===== config.mk =====
export PLATFORM = sky130hd
export DESIGN_NAME = sbi_top
export DESIGN_NICKNAME = d
export VERILOG_FILES = /design/src/core/sbi_sync.v /design/src/core/sbi_top.v
export VERILOG_INCLUDE_DIRS = /design/src /design/src/core
export SDC_FILE = /design/constraint.sdc
export NUM_CORES = 1
export LEC_CHECK = 0
export ABC_AREA = 1
export BUFFER_PORTS_ARGS = -buffer_cell sky130_fd_sc_hd__buf_2
export CAP_MARGIN = 10
export CORE_MARGIN = 1.5
export CORE_UTILIZATION = 60
export CTS_CLUSTER_SIZE = 28
export DETAILED_ROUTE_END_ITERATION = 10
export GPL_TIMING_DRIVEN = 0
export PLACE_DENSITY = 0.79
export SETUP_SLACK_MARGIN = 0.15
export SLEW_MARGIN = 10
export SYNTH_ARGS = -nofsm -noshare
export SYNTH_HDL_FRONTEND = slang
export SYNTH_SLANG_ARGS = --single-unit

===== constraint.sdc =====
create_clock -name mclk -period 2.2 [get_ports mclk]
set_input_delay 0 -clock mclk [delete_from_list [all_inputs] [get_ports mclk]]
set_output_delay 0 -clock mclk [all_outputs]
set_load 0.01 [all_outputs]

===== src/core/sbi_defs.vh =====
`ifndef SBI_DEFS_VH
`define SBI_DEFS_VH
// 7-bit charger bus address
`define SBI_ADDR          7'h09
// register pointers
`define SBI_PTR_CTRL      8'h00
`define SBI_PTR_EVENT     8'h01
`define SBI_PTR_DELAY     8'h02
// control register bit positions
`define SBI_BIT_RST       0
`define SBI_BIT_DIS       1
// event register bit positions
`define SBI_BIT_RST_EV    0
`define SBI_BIT_DIS_EV    1
// bus timeout, 25 ms at 100 MHz
`define SBI_TIMEOUT_MS    25
`define SBI_CLK_KHZ       100000
`define SBI_TIMEOUT_CYC   (`SBI_TIMEOUT_MS * `SBI_CLK_KHZ)
// isolation delay unit, 1 ms
`define SBI_DELAY_UNIT_US 1000
`define SBI_CLK_MHZ       100
`define SBI_DELAY_UNIT_CYC (`SBI_DELAY_UNIT_US * `SBI_CLK_MHZ)
`define SBI_DELAY_RST     16'h0064
`endif


===== src/core/sbi_sync.v =====
module sbi_sync #(
  parameter RST_VAL = 1'b1
) (
  input  wire mclk,
  input  wire arst_n,
  input  wire d,
  output reg  q
);
  reg s1_q;
  // first stage feeds only the second
  always @(posedge mclk or negedge arst_n) begin
    if (!arst_n) begin
      s1_q <= RST_VAL;
      q    <= RST_VAL;
    end else begin
      s1_q <= d;
      q    <= s1_q;
    end
  end
endmodule


===== src/core/sbi_top.v =====
// Notes on behaviour
// - reset bit pulses gate low, then self-clears
// - reset bit starts delay; switch off after
// - same delay sets switch off duration
// - disconnect: after delay, low when adapter gone
// - valid charger reconnects and clears disconnect bit
// - clock low past timeout aborts like stop
// - works from SMBus rates up to 400 kHz
// - bus clock independent; crossed into core clock
// - always ack own address, pointer, low and high byte
// - answers fixed address 0001001b
// - 16-bit registers, low byte first
// - write: addr, pointer, low, high, stop
// - read: pointer, restart, low ack, high nack
// - read-clear reset and disconnect event flags
`include "sbi_defs.vh"
module sbi_top #(
  parameter TIMEOUT_CYC = `SBI_TIMEOUT_CYC,
  parameter UNIT_CYC    = `SBI_DELAY_UNIT_CYC
) (
  input  wire        mclk,
  input  wire        arst_n,
  input  wire        scl_i,
  input  wire        sda_i,
  output reg         sda_o,
  output reg         sda_oe,
  input  wire        adapter_valid_line,
  output reg         battery_switch_gate_drive,
  output reg         system_reset_request_bit,
  output reg         battery_disconnect_request_bit,
  output reg         reset_event_flag,
  output reg         disconnect_event_flag,
  output reg  [15:0] isolation_delay_q
);
////////////////////////////////////////////////////////////////////////////////
  wire scl_s;
  wire sda_s;
  wire adp_s;
  // sampled at 100 MHz: ample margin over 400 kHz bus
  sbi_sync #(.RST_VAL(1'b1)) u_scl (.mclk(mclk), .arst_n(arst_n),
    .d(scl_i), .q(scl_s));
  sbi_sync #(.RST_VAL(1'b1)) u_sda (.mclk(mclk), .arst_n(arst_n),
    .d(sda_i), .q(sda_s));
  sbi_sync #(.RST_VAL(1'b0)) u_adp (.mclk(mclk), .arst_n(arst_n),
    .d(adapter_valid_line), .q(adp_s));
  reg scl_q;
  reg sda_q;
  always @(posedge mclk or negedge arst_n) begin
    if (!arst_n) begin
      scl_q <= 1'b1;
      sda_q <= 1'b1;
    end else begin
      scl_q <= scl_s;
      sda_q <= sda_s;
    end
  end
  wire scl_rise = scl_s & ~scl_q;
  wire scl_fall = ~scl_s & scl_q;
  wire start_c  = scl_s & scl_q & sda_q & ~sda_s;
  wire stop_c   = scl_s & scl_q & ~sda_q & sda_s;
////////////////////////////////////////////////////////////////////////////////
  localparam ST_IDLE = 3'd0;
  localparam ST_ADDR = 3'd1;
  localparam ST_PTR  = 3'd2;
  localparam ST_WLO  = 3'd3;
  localparam ST_WHI  = 3'd4;
  localparam ST_RD   = 3'd5;
  localparam ST_DONE = 3'd6;
  reg  [2:0]  st_q;
  reg  [3:0]  bit_q;
  reg  [7:0]  sh_q;
  reg         ack_q;
  reg         rdack_q;
  reg         rd_hi_q;
  reg  [7:0]  ptr_q;
  reg  [7:0]  lo_q;
  reg  [15:0] rdw_q;
  reg  [31:0] to_q;
  reg         wr_stb;
  reg         rd_ev_clr;
  wire [15:0] rd_mux = (ptr_q == `SBI_PTR_CTRL) ?
    {14'h0000, battery_disconnect_request_bit, system_reset_request_bit} :
    (ptr_q == `SBI_PTR_EVENT) ?
    {14'h0000, disconnect_event_flag, reset_event_flag} :
    (ptr_q == `SBI_PTR_DELAY) ? isolation_delay_q : 16'h0000;
  wire        to_hit = (to_q == TIMEOUT_CYC - 1);
  wire [7:0]  byte_in = {sh_q[6:0], sda_s};
  always @(posedge mclk or negedge arst_n) begin
    if (!arst_n) begin
      st_q <= ST_IDLE; bit_q <= 4'h0; sh_q <= 8'h00; ack_q <= 1'b0;
      rdack_q <= 1'b0; rd_hi_q <= 1'b0; ptr_q <= 8'h00; lo_q <= 8'h00;
      rdw_q <= 16'h0000; to_q <= 32'h0000_0000; wr_stb <= 1'b0;
      rd_ev_clr <= 1'b0; sda_o <= 1'b0; sda_oe <= 1'b0;
    end else begin
      wr_stb    <= 1'b0;
      rd_ev_clr <= 1'b0;
      if (scl_s || st_q == ST_IDLE) to_q <= 32'h0000_0000;
      else if (!to_hit) to_q <= to_q + 32'h0000_0001;
      if (stop_c || to_hit) begin
        st_q <= ST_IDLE; sda_oe <= 1'b0; ack_q <= 1'b0; rdack_q <= 1'b0;
      end else if (start_c) begin // repeated start keeps pointer
        st_q <= ST_ADDR; bit_q <= 4'h0; sda_oe <= 1'b0; ack_q <= 1'b0;
      end else if (scl_rise) begin
        if (rdack_q) begin
          rdack_q <= 1'b0;
          if (sda_s) st_q <= ST_DONE; // master nack ends read
        end else if (!ack_q && st_q != ST_IDLE && st_q != ST_DONE &&
                     st_q != ST_RD) begin
          sh_q  <= byte_in;
          bit_q <= bit_q + 4'h1;
        end
      end else if (scl_fall) begin
        if (ack_q) begin
          ack_q <= 1'b0;
          sda_oe <= 1'b0;
          if (st_q == ST_RD) begin
            sda_oe <= ~rdw_q[7];
            sda_o <= 1'b0;
            sh_q <= {rdw_q[6:0], 1'b0};
            bit_q <= 4'h1;
          end
        end else if (st_q == ST_RD && bit_q == 4'h8) begin
          sda_oe <= 1'b0; rdack_q <= 1'b1; bit_q <= 4'h0;
          rd_hi_q <= ~rd_hi_q;
          if (!rd_hi_q) sh_q <= rdw_q[15:8]; // low byte then high
          else rd_ev_clr <= (ptr_q == `SBI_PTR_EVENT);
        end else if (st_q == ST_RD && !rdack_q) begin
          sda_oe <= ~sh_q[7];
          sh_q <= {sh_q[6:0], 1'b0};
          bit_q <= bit_q + 4'h1;
        end else if (st_q == ST_RD) begin
          sda_oe <= ~sh_q[7];
          sh_q <= {sh_q[6:0], 1'b0};
          bit_q <= 4'h1;
        end else if (bit_q == 4'h8) begin
          bit_q <= 4'h0;
          case (st_q)
            ST_ADDR: begin
              if (sh_q[7:1] == `SBI_ADDR) begin
                ack_q <= 1'b1; sda_oe <= 1'b1;
                if (sh_q[0]) begin
                  st_q <= ST_RD; rdw_q <= rd_mux; rd_hi_q <= 1'b0;
                end else st_q <= ST_PTR;
              end else st_q <= ST_DONE;
            end
            ST_PTR: begin
              ptr_q <= sh_q; st_q <= ST_WLO; ack_q <= 1'b1; sda_oe <= 1'b1;
            end
            ST_WLO: begin
              lo_q <= sh_q; st_q <= ST_WHI; ack_q <= 1'b1; sda_oe <= 1'b1;
            end
            ST_WHI: begin // word commits on high byte
              wr_stb <= 1'b1; st_q <= ST_DONE; ack_q <= 1'b1; sda_oe <= 1'b1;
            end
            default: st_q <= ST_DONE;
          endcase
        end
      end
    end
  end
////////////////////////////////////////////////////////////////////////////////
  localparam IS_IDLE = 2'd0;
  localparam IS_WAIT = 2'd1;
  localparam IS_OFF  = 2'd2;
  localparam IS_SHIP = 2'd3;
  reg [1:0]  is_q;
  reg [15:0] dly_q;
  reg [31:0] unit_q;
  reg        adp_q;
  wire       tick = (unit_q == UNIT_CYC - 1);
  wire       adp_rise = adp_s & ~adp_q;
  wire [15:0] wdata = {sh_q, lo_q};
  wire wr_ctrl = wr_stb && ptr_q == `SBI_PTR_CTRL;
  always @(posedge mclk or negedge arst_n) begin
    if (!arst_n) begin
      is_q <= IS_IDLE; dly_q <= 16'h0000; unit_q <= 32'h0000_0000;
      adp_q <= 1'b0; battery_switch_gate_drive <= 1'b1;
      system_reset_request_bit <= 1'b0;
      battery_disconnect_request_bit <= 1'b0;
      reset_event_flag <= 1'b0; disconnect_event_flag <= 1'b0;
      isolation_delay_q <= `SBI_DELAY_RST;
    end else begin
      adp_q <= adp_s;
      unit_q <= (tick || is_q == IS_IDLE) ? 32'h0000_0000
                                          : unit_q + 32'h0000_0001;
      if (wr_stb && ptr_q == `SBI_PTR_DELAY) isolation_delay_q <= wdata;
      // events set in the clearing read cycle survive
      if (rd_ev_clr) begin
        reset_event_flag <= 1'b0;
        disconnect_event_flag <= 1'b0;
      end
      case (is_q)
        IS_IDLE: begin
          if (wr_ctrl && wdata[`SBI_BIT_RST]) begin
            system_reset_request_bit <= 1'b1;
            is_q <= IS_WAIT; dly_q <= isolation_delay_q;
          end else if (wr_ctrl && wdata[`SBI_BIT_DIS]) begin
            battery_disconnect_request_bit <= 1'b1;
            is_q <= IS_WAIT; dly_q <= isolation_delay_q;
          end
        end
        IS_WAIT: if (tick) begin
          if (dly_q != 16'h0000) dly_q <= dly_q - 16'h0001;
          else if (system_reset_request_bit) begin
            battery_switch_gate_drive <= 1'b0;
            reset_event_flag <= 1'b1;
            dly_q <= isolation_delay_q; is_q <= IS_OFF;
          end else if (!adp_s) begin
            battery_switch_gate_drive <= 1'b0;
            disconnect_event_flag <= 1'b1;
            is_q <= IS_SHIP;
          end
        end
        IS_OFF: if (tick) begin
          if (dly_q != 16'h0000) dly_q <= dly_q - 16'h0001;
          else begin
            battery_switch_gate_drive <= 1'b1;
            system_reset_request_bit <= 1'b0;
            is_q <= IS_IDLE;
          end
        end
        IS_SHIP: if (adp_rise) begin
          battery_switch_gate_drive <= 1'b1;
          battery_disconnect_request_bit <= 1'b0;
          is_q <= IS_IDLE;
        end
        default: is_q <= IS_IDLE;
      endcase
    end
  end
endmodule


==> summary.txt, run 1 <==
Timing
  – Clock skew: 0.00825 ns
  – Period utilization: 90.4%
  – Worst slew pin tran: between 0.6 and 0.7 ns
  – Slew Limit Fails: 0
  – Final setup viols: 0
  – Final Worst Setup Slack: 0.212 ns
  – Max frequency: a little over 0.5 GHz
  – Setup_tns: 0 ns
  – Fin crit period: 1.99 ns
  – RSZ-0062 raised after global routing: true
  – Final Hold Viols: 0
  – Max-slew headroom: 54.3%

Synthesis
  – Compound-Gate Fraction of Synth Area: under 10%
  – Netlist cell types: 48
  – Area share of the largest cell type after synthesis: around two fifths
  – Number of synthesized flops with an enable pin: 0
  – Area share of fa/ha/maj cells after synthesis: around 1.8%
  – Leading area contributor after synthesis: dfrtp_1
  – Syn_nets: about 1.4k
  – Synth Area in Simple Gates: between 30% and 40%
  – Synth Area per Inst: ~7.3 um^2
  – Netlist Area Pre-Place: between 0.009 and 0.01 mm^2
  – Post-synthesis xor/xnor area fraction: about 2.7%
  – Most frequent cell after synthesis: nand2_1
  – Synth Instances: 1331
  – Synthesis-stage register bit count: approximately 170
  – Seq/Total Area, Yosys: 42.9%
  – Yosys warnings: 0
  – Largest cells by area after synthesis: dfrtp_1, nand2_1, nor2_1, nand3_1, inv_1
  – Post-synthesis mux area share: 0%
  – Synth Flop Type: dfrtp_1
  – Largest family of logic cells by synthesized area: simple AND/OR/NAND/NOR gates
  – Fraction of registers with async set/reset: 100%
  – Post-synth top cells: nand2_1, nor2_1, dfrtp_1

CTS
  – Root Buffer: clkbuf_16
  – Clk_lat worst skew: 0.44 ns
  – CTS clk-pin slew, worst paths: 0.07 ns
  – TritonCTS buffer count: 17
  – CTS Sinks: around 170
  – # H-tree levels: 4
  – CTS Buffer Depth: 2
  – CTS tree: done

Finish
  – Share of cells above drive strength 1: 12.8%
  – Layout area overhead: 13.6%
  – Final #Nets: between 1k and 1.5k
  – Number of antenna diodes: 0

Run
  – Max Cap Viol: 0

Global routing
  – Initial antenna violation count: 0
  – Vias in the first global route: slightly above 8k
  – All-Layer GR Usage: between 30% and 40%
  – Largest net degree at the start of global routing: between 80 and 90
  – Total gr overflow: 0
  – Global-route wire length before repair: around 40000 um

Placement
  – Port bufs: 26
  – DP HPWL: roughly 17000 um
  – Final RePlAce weighted congestion: ~0.91
  – Worst slack, placed: -0.0696 ns

Route
  – Via-per-instance ratio: approximately 5.5
  – DRC Markers: 0
  – Via Count: ~8.9k
  – DR WL/cell: 14.9 um
  – Iteration-0 DRC Markers: between 900 and 1k
  – Drt pass-1 iters: 5
  – Antenna Violating Nets Remaining: 0
  – Routed WL: 24200 um

Worst setup path
  – CP endpoint: rdw_q[12]$_DFFE_PN0P_
  – Worst setup path start: to_q[0]$_DFFE_PN0P_
  – Crit Path Class: reg2reg
  – FF-to-FF path depth: 12
  – CP required: between 2 and 3 ns
  – CP startpoint kind: register
  – Worst R2R End: rdw_q[12]$_DFFE_PN0P_
  – Worst r2r src: to_q[0]$_DFFE_PN0P_
  – Worst path arrival time: between 2 and 2.5 ns
  – CP endpoint kind: register
  – Critical Path Fanout Max: 10
  – Slack of the worst reg-to-reg path: roughly 0.21 ns

Floorplan
  – Area of the core: 0.0158 mm^2
  – Die area: 0.0169 mm^2
  – Cell row count: 46
  – Die height: 130 um
  – I/O pin cnt: 28
  – DIE WIDTH: between 100 and 150 um
  – Initial Util: between 60% and 70%

Power and ir drop
  – PwrDens: 1030 mW/mm^2
  – Static leakage: ~5.3 nW
  – Highest ir drop seen on vdd: between 0.0006 and 0.0007 V

Min path
  – Hold Crit Class: in2async

Run status
  – Outcome: complete, no violations
-- critical path, stage by stage, from the launching register on --
cell and delay, ns:
dfrtp_1 0.40, ha_1 0.24, nand3_2 0.14, inv_2 0.05, nand3_1 0.06, nor2_1 0.06, nand2_2 0.11, nand3_4 0.15
nor2_8 0.28, nand2_8 0.11, buf_8 0.16, nand2_1 0.07, nand2_1 0.06
-- timing repair --
action                     in CTS  in global routing
hold endpoints to repair       80                  0
setup buffers                   1                  7
resized for setup               8                 29
setup endpoints to repair      40                 82
pin swaps                       1                  6
hold buffers                    4                  0
gates cloned                    0                  1
-- report_power, final --
part           internal (W)  leakage (nW)  total (W)  switching [W]
registers           0.00337          2.24    0.00375       0.000383
clock network       0.00202         0.303    0.00333        0.00131
logic               0.00139          2.72    0.00419        0.00280
total               0.00678          5.26     0.0113        0.00449
-- metrics by stage --
stage / hold slack [ns] / power (W) / cells / area [um^2] / utilization (%)
finish: 0.115 / 0.0113 / 1619 / 11000 / 69.3
global route: 0.193 / 0.0120 / 1619 / 11000 / 69.3
CTS: 0.138 / 0.0111 / 1611 / 10800 / 68.4
detailed placement: 0.00798 / 0.00775 / 1574 / 10100 / 63.8
global placement: 0.106 / 0.00768 / 1573 / 10100 / 63.5
floorplan: -0.296 / 0.00679 / 1331 / 9650 / -
-- logic make-up (layout without fill, tap and decap cells) --
logic type / count (synthesis) / in the layout
xor+xnor: 30 / 30
fa+ha+maj: 14 / 14
compound gates: 132 / 132
flops: 165 / 165
simple gates: 824 / 824
buf+inv: 165 / 237
other cells: 1 / 1
-- registers in the layout (all words and copies together), names as in the netlist, 2 cells and up --
name,cells
to_q,32
unit_q,32
dly_q,16
isolation_delay_q,16
rdw_q,16
lo_q,8
ptr_q,8
sh_q,8
bit_q,4
st_q,3
is_q,2
-- per-layer routing --
layer / up-vias / track usage, % / part of all wire (%)
met1: 4146 / 42.5 / 45
li1: 4415 / - / -
met5: - / 0 / 0
met4: 0 / 9.22 / 1.9
met2: 325 / 47.7 / 47
met3: 54 / 5.00 / 5.7
-- layout make-up --
class | instances | area [um^2]
multi-input combinational | 1001 | 4900
fill | 1306 | 4860
sequential | 165 | 4140
inverter | 140 | 537
clock buffer | 17 | 425
timing repair buffer | 40 | 273
tap | 216 | 270
clock inverter | 15 | 228
buffer | 25 | 185
-- worst min path at each step --
stage | start | to | slack (ns) | cells after the start
after floorplan | arst_n | ack_q$_DFFE_PN0P_ | -0.30 | 0
after global placement | scl_i | u_scl.s1_q$_DFF_PN1_ | 0.11 | 1
after detailed placement | arst_n | unit_q[8]$_DFF_PN0_ | 0.008 | 1
after CTS | arst_n | unit_q[8]$_DFF_PN0_ | 0.14 | 2
after global routing | arst_n | unit_q[8]$_DFF_PN0_ | 0.19 | 2
final | arst_n | unit_q[8]$_DFF_PN0_ | 0.12 | 2
-- cell usage in the layout, fill, tap and decap left out, types with 5 or more instances in the layout --
master / instances
a21oi_1: 31
bufinv_16: 5
nor2_4: 10
o21ai_0: 68
ha_1: 14
nand2_2: 10
nand3_1: 105
buf_4: 10
nand4_1: 32
nand2_1: 406
buf_2: 34
nor3_1: 36
inv_1: 116
dfstp_2: 10
nand3_2: 5
clkinvlp_4: 6
xor2_1: 22
xnor2_1: 8
o21ai_1: 21
clkbuf_16: 17
nand3b_1: 14
dfrtp_1: 154
buf_6: 6
nor2_2: 14
nor2_1: 168
inv_2: 18
No activity file was read; power rests on OpenSTA's default activity.
==> run 2: changes to the inputs <==
ABC_AREA = 0   (was 1)
==> run 2 against run 1 <==
  * The run now ends with negative setup slack left
  * Sequential power shrank 15%
  * Setup slack got worse by 0.55 ns
  * Register-to-register slack worse by 0.55 ns
  * Final cell count decreased by 26%
  * Largest cell class unchanged
==> summary.txt, run 2 <==
Power and ir drop
  – Total power: 0.00665 W (-41%)
  – PwrDens: 577 mW/mm^2 (-44%)
  – Internal power: 0.00506 W (-25%)
  – Highest ir drop seen on vdd: 0.000480 V (-26%)
  – Static leakage: 5.10 nW (-3.2%)
  – Logic gate share of total power: 7.3% (-30 points)
  – Sw frac: 23.9% (-16 points)
  – Clock power share: 44.6% (+15 points)
  – Power share of the sequential group: 48.2% (+15 points)
  – Sw Pwr: 0.00159 W (-65%)

Global routing
  – Vias in the first global route: 7528 (-7.9%)
  – Total gr overflow: 0 (unchanged)
  – All-Layer GR Usage: 33.2% (+3.1 points)
  – Global-route wire length before repair: 38200 um (-4.0%)
  – Met2 Use GR: 51.6% (+3.9 points)
  – M1 GR Usage: 41.7% (-0.84 points)
  – Gr busiest metal: met2
  – Grt met3 use: 9.57% (+4.6 points)
  – Largest net degree at the start of global routing: 115 (+29%)
  – Initial antenna violation count: 0 (unchanged)

CTS
  – CTS clk-pin slew, worst paths: 0.07 ns (about the same)
  – CTS Sinks: 165 (unchanged)
  – CTS Buffer Depth: 2 (unchanged)
  – # H-tree levels: 4 (unchanged)
  – TritonCTS buffer count: 17 (unchanged)
  – Clk_lat worst skew: 0.44 ns (about the same)
  – CTS tree: done
  – Root Buffer: clkbuf_16

Synthesis
  – Leading area contributor after synthesis: dfrtp_1
  – Synthesis-stage register bit count: 165 (unchanged)
  – Syn_nets: 896 (-34%)
  – Yosys warnings: 0 (unchanged)
  – Synth Flop Type: dfrtp_1
  – Most frequent cell after synthesis: dfrtp_1
  – Seq/Total Area, Yosys: 48.2% (+5.3 points)
  – Area share of the largest cell type after synthesis: 45.1% (+5.0 points)
  – Netlist Area Pre-Place: 0.00859 mm^2 (-11%)
  – Synth Area per Inst: 9.80 um^2 (+35%)
  – Netlist cell types: 76 (+58%)
  – Largest cells by area after synthesis: dfrtp_1, mux2_2, nor2_1, nand2_1, xor2_1
  – Synth Instances: 877 (-34%)
  – Fraction of registers with async set/reset: 100% (unchanged)
  – Number of synthesized flops with an enable pin: 0 (unchanged)
  – Post-synth top cells: dfrtp_1, nor2_1, nand2_1

Run
  – Max Cap Viol: 0 (unchanged)

Worst setup path
  – CP required: 2.56 ns (+0.03 ns)
  – Slack of the worst reg-to-reg path: -0.34 ns (-0.55 ns)
  – Crit Path Class: reg2reg
  – CP endpoint kind: register
  – Worst path arrival time: 2.90 ns (+0.58 ns)
  – Critical Path Fanout Max: 8 (-2)
  – CP startpoint kind: register

Finish
  – Fin cells: 1206 (-26%)
  – Share of cells above drive strength 1: 36.4% (+24 points)
  – Commonest cells after routing, fill and taps aside: dfrtp_1, nor2_1, nand2_1, buf_4, buf_6
  – Final #Nets: 1032 (-27%)
  – Number of antenna diodes: 0 (unchanged)
  – Layout area overhead: 34.1%
  – Number of fill cells in the layout: 640 (-51%)
  – Most common cell after layout, fill and taps aside: dfrtp_1
  – Largest regs: to_q: 32 flops, unit_q: 32 flops

Floorplan
  – Initial Util: 61.7% (+0.67 points)
  – Die area: 0.0150 mm^2 (-11%)
  – DIE WIDTH: 123 um (-5.5%)
  – Cell row count: 43 (-6.5%)
  – Die height: 123 um (-5.5%)
  – I/O pin cnt: 28 (unchanged)
  – Area of the core: 0.0139 mm^2 (-12%)

Route
  – DR WL/cell: 23.7 um (+59%)
  – Antenna Violating Nets Remaining: 0 (unchanged)
  – Routed WL: 28600 um (+18%)
  – DRC Markers: 0 (unchanged)
  – Iteration-0 DRC Markers: 1270 (+41%)
  – Via-per-instance ratio: 6.77 (+23%)
  – Via Count: 8160 (-8.7%)
  – Drt pass-1 iters: 9 (+4)

Timing
  – Fin crit period: 2.54 ns (+0.554 ns)
  – Final hold slack: 0.0519 ns (-0.0632 ns)
  – Worst slew pin tran: 0.676 ns (-0.00522 ns)
  – Max frequency: 0.393 GHz (-22%)
  – Period utilization: 116% (+25 points)
  – Final Hold Viols: 0 (unchanged)
  – Setup_tns: -7.30 ns (-7.30 ns)
  – Final Worst Setup Slack: -0.342 ns (-0.554 ns)
  – Max-slew headroom: 54.5% (+0.18 points)
  – Final setup viols: 54 (+54)
  – Slew Limit Fails: 0 (unchanged)
  – Clock skew: 0.0112 ns (+0.00291 ns)
  – RSZ-0062 raised after global routing: true

Min path
  – Hold Crit Class: in2async

Placement
  – Placed insts: 1084 (-31%)
  – Final RePlAce weighted congestion: 0.923 (+1.4%)
  – Port bufs: 26 (unchanged)
  – DP HPWL: 12900 um (-24%)

Run status
  – Failing checks: negative setup slack
  – Outcome: finished with violations
[run 2: cell types whose count changed in the layout (fill, tap and decap cells not counted), moves of 16 or more]
cell,delta
nand4_1,-26
xnor2_1,+19
and3_1,+16
buf_4,+48
mux2_4,+25
o21ai_0,-55
nor2_1,-56
nand3_1,-79
inv_1,-93
nand2_1,-348
nor3_1,-23
buf_6,+26
o21ai_2,+20
[run 2: logic make-up after synthesis]
group | after synthesis | synth area share (%)
compound gates | 155 | 11.8
flops | 165 | 48.2
simple gates | 371 | 22.5
other cells | 1 | 0.0436
mux | 48 | 6.17
fa+ha+maj | 14 | 2.04
buf+inv | 65 | 3.42
xor+xnor | 58 | 5.91
[run 2: final timing paths]
kind	end	startpoint	cells past startpoint
min	dly_q[6]$_DFFE_PN0P_	arst_n	2
min reg2reg	u_scl.q$_DFF_PN1_	u_scl.s1_q$_DFF_PN1_	0
max	dly_q[15]$_DFFE_PN0P_	dly_q[1]$_DFFE_PN0P_	7
max reg2reg	dly_q[15]$_DFFE_PN0P_	dly_q[1]$_DFFE_PN0P_	7
max in group asynchronous	to_q[23]$_DFFE_PN0P_	arst_n	3
min in group mclk	u_scl.s1_q$_DFF_PN1_	scl_i	2
[run 2: worst max-delay path, cell delays in order, from the launching register on]
cell     delay (ns)
dfrtp_1        0.40
buf_4          0.16
nor4_1         0.57
nand2_1        0.40
nor3_1         0.49
and2_4         0.26
a22oi_2        0.05
o21ai_1        0.13
[run 2: through the flow]
stage | util (%) | setup slack [ns] | instance area [um^2]
after floorplan | - | -0.0674 | 8700
after global placement | 65.0 | -1.35 | 9060
after detailed placement | 65.3 | -0.248 | 9100
after CTS | 77.4 | -0.0920 | 10800
after global routing | 82.7 | -0.343 | 11500
final | 82.7 | -0.342 | 11500
[run 2: repair_timing]
action	in CTS	in global routing
pin swaps	44	70
buffers inserted	55	24
hold buffers	4	0
gates resized for setup	163	139
setup endpoints to repair	123	144
endpoints found under the hold margin	159	0
cloned	8	0
[run 2: layout make-up]
type	instances	area, um^2	share of cell area (%)
Tap cell	180	225	1.95
Timing Repair Buffer	117	1060	9.21
Inverter	27	104	0.901
Clock buffer	28	497	4.31
Clock inverter	4	72.6	0.630
Multi-Input combinational cell	648	5090	44.2
Sequential cell	165	4150	36.0
Buffer	37	325	2.82
[run 2: power by group through the flow]
stage	registers [W]	logic, W	clock network (W)
2_1_floorplan	0.00320	0.000207	0
3_3_place_gp	0.00324	0.000303	0
3_5_place_dp	0.00324	0.000317	0
4_1_cts	0.00318	0.000401	0.00293
5_1_grt	0.00320	0.000515	0.00310
6_report	0.00320	0.000484	0.00296
[run 2: per-layer routing]
| layer | part of all wire [%] | vias to the layer above |
|---|---|---|
| met5 | 0 | - |
| met4 | 7.0 | 0 |
| met3 | 11 | 257 |
| met2 | 45 | 655 |
| met1 | 37 | 3884 |
| li1 | - | 3364 |
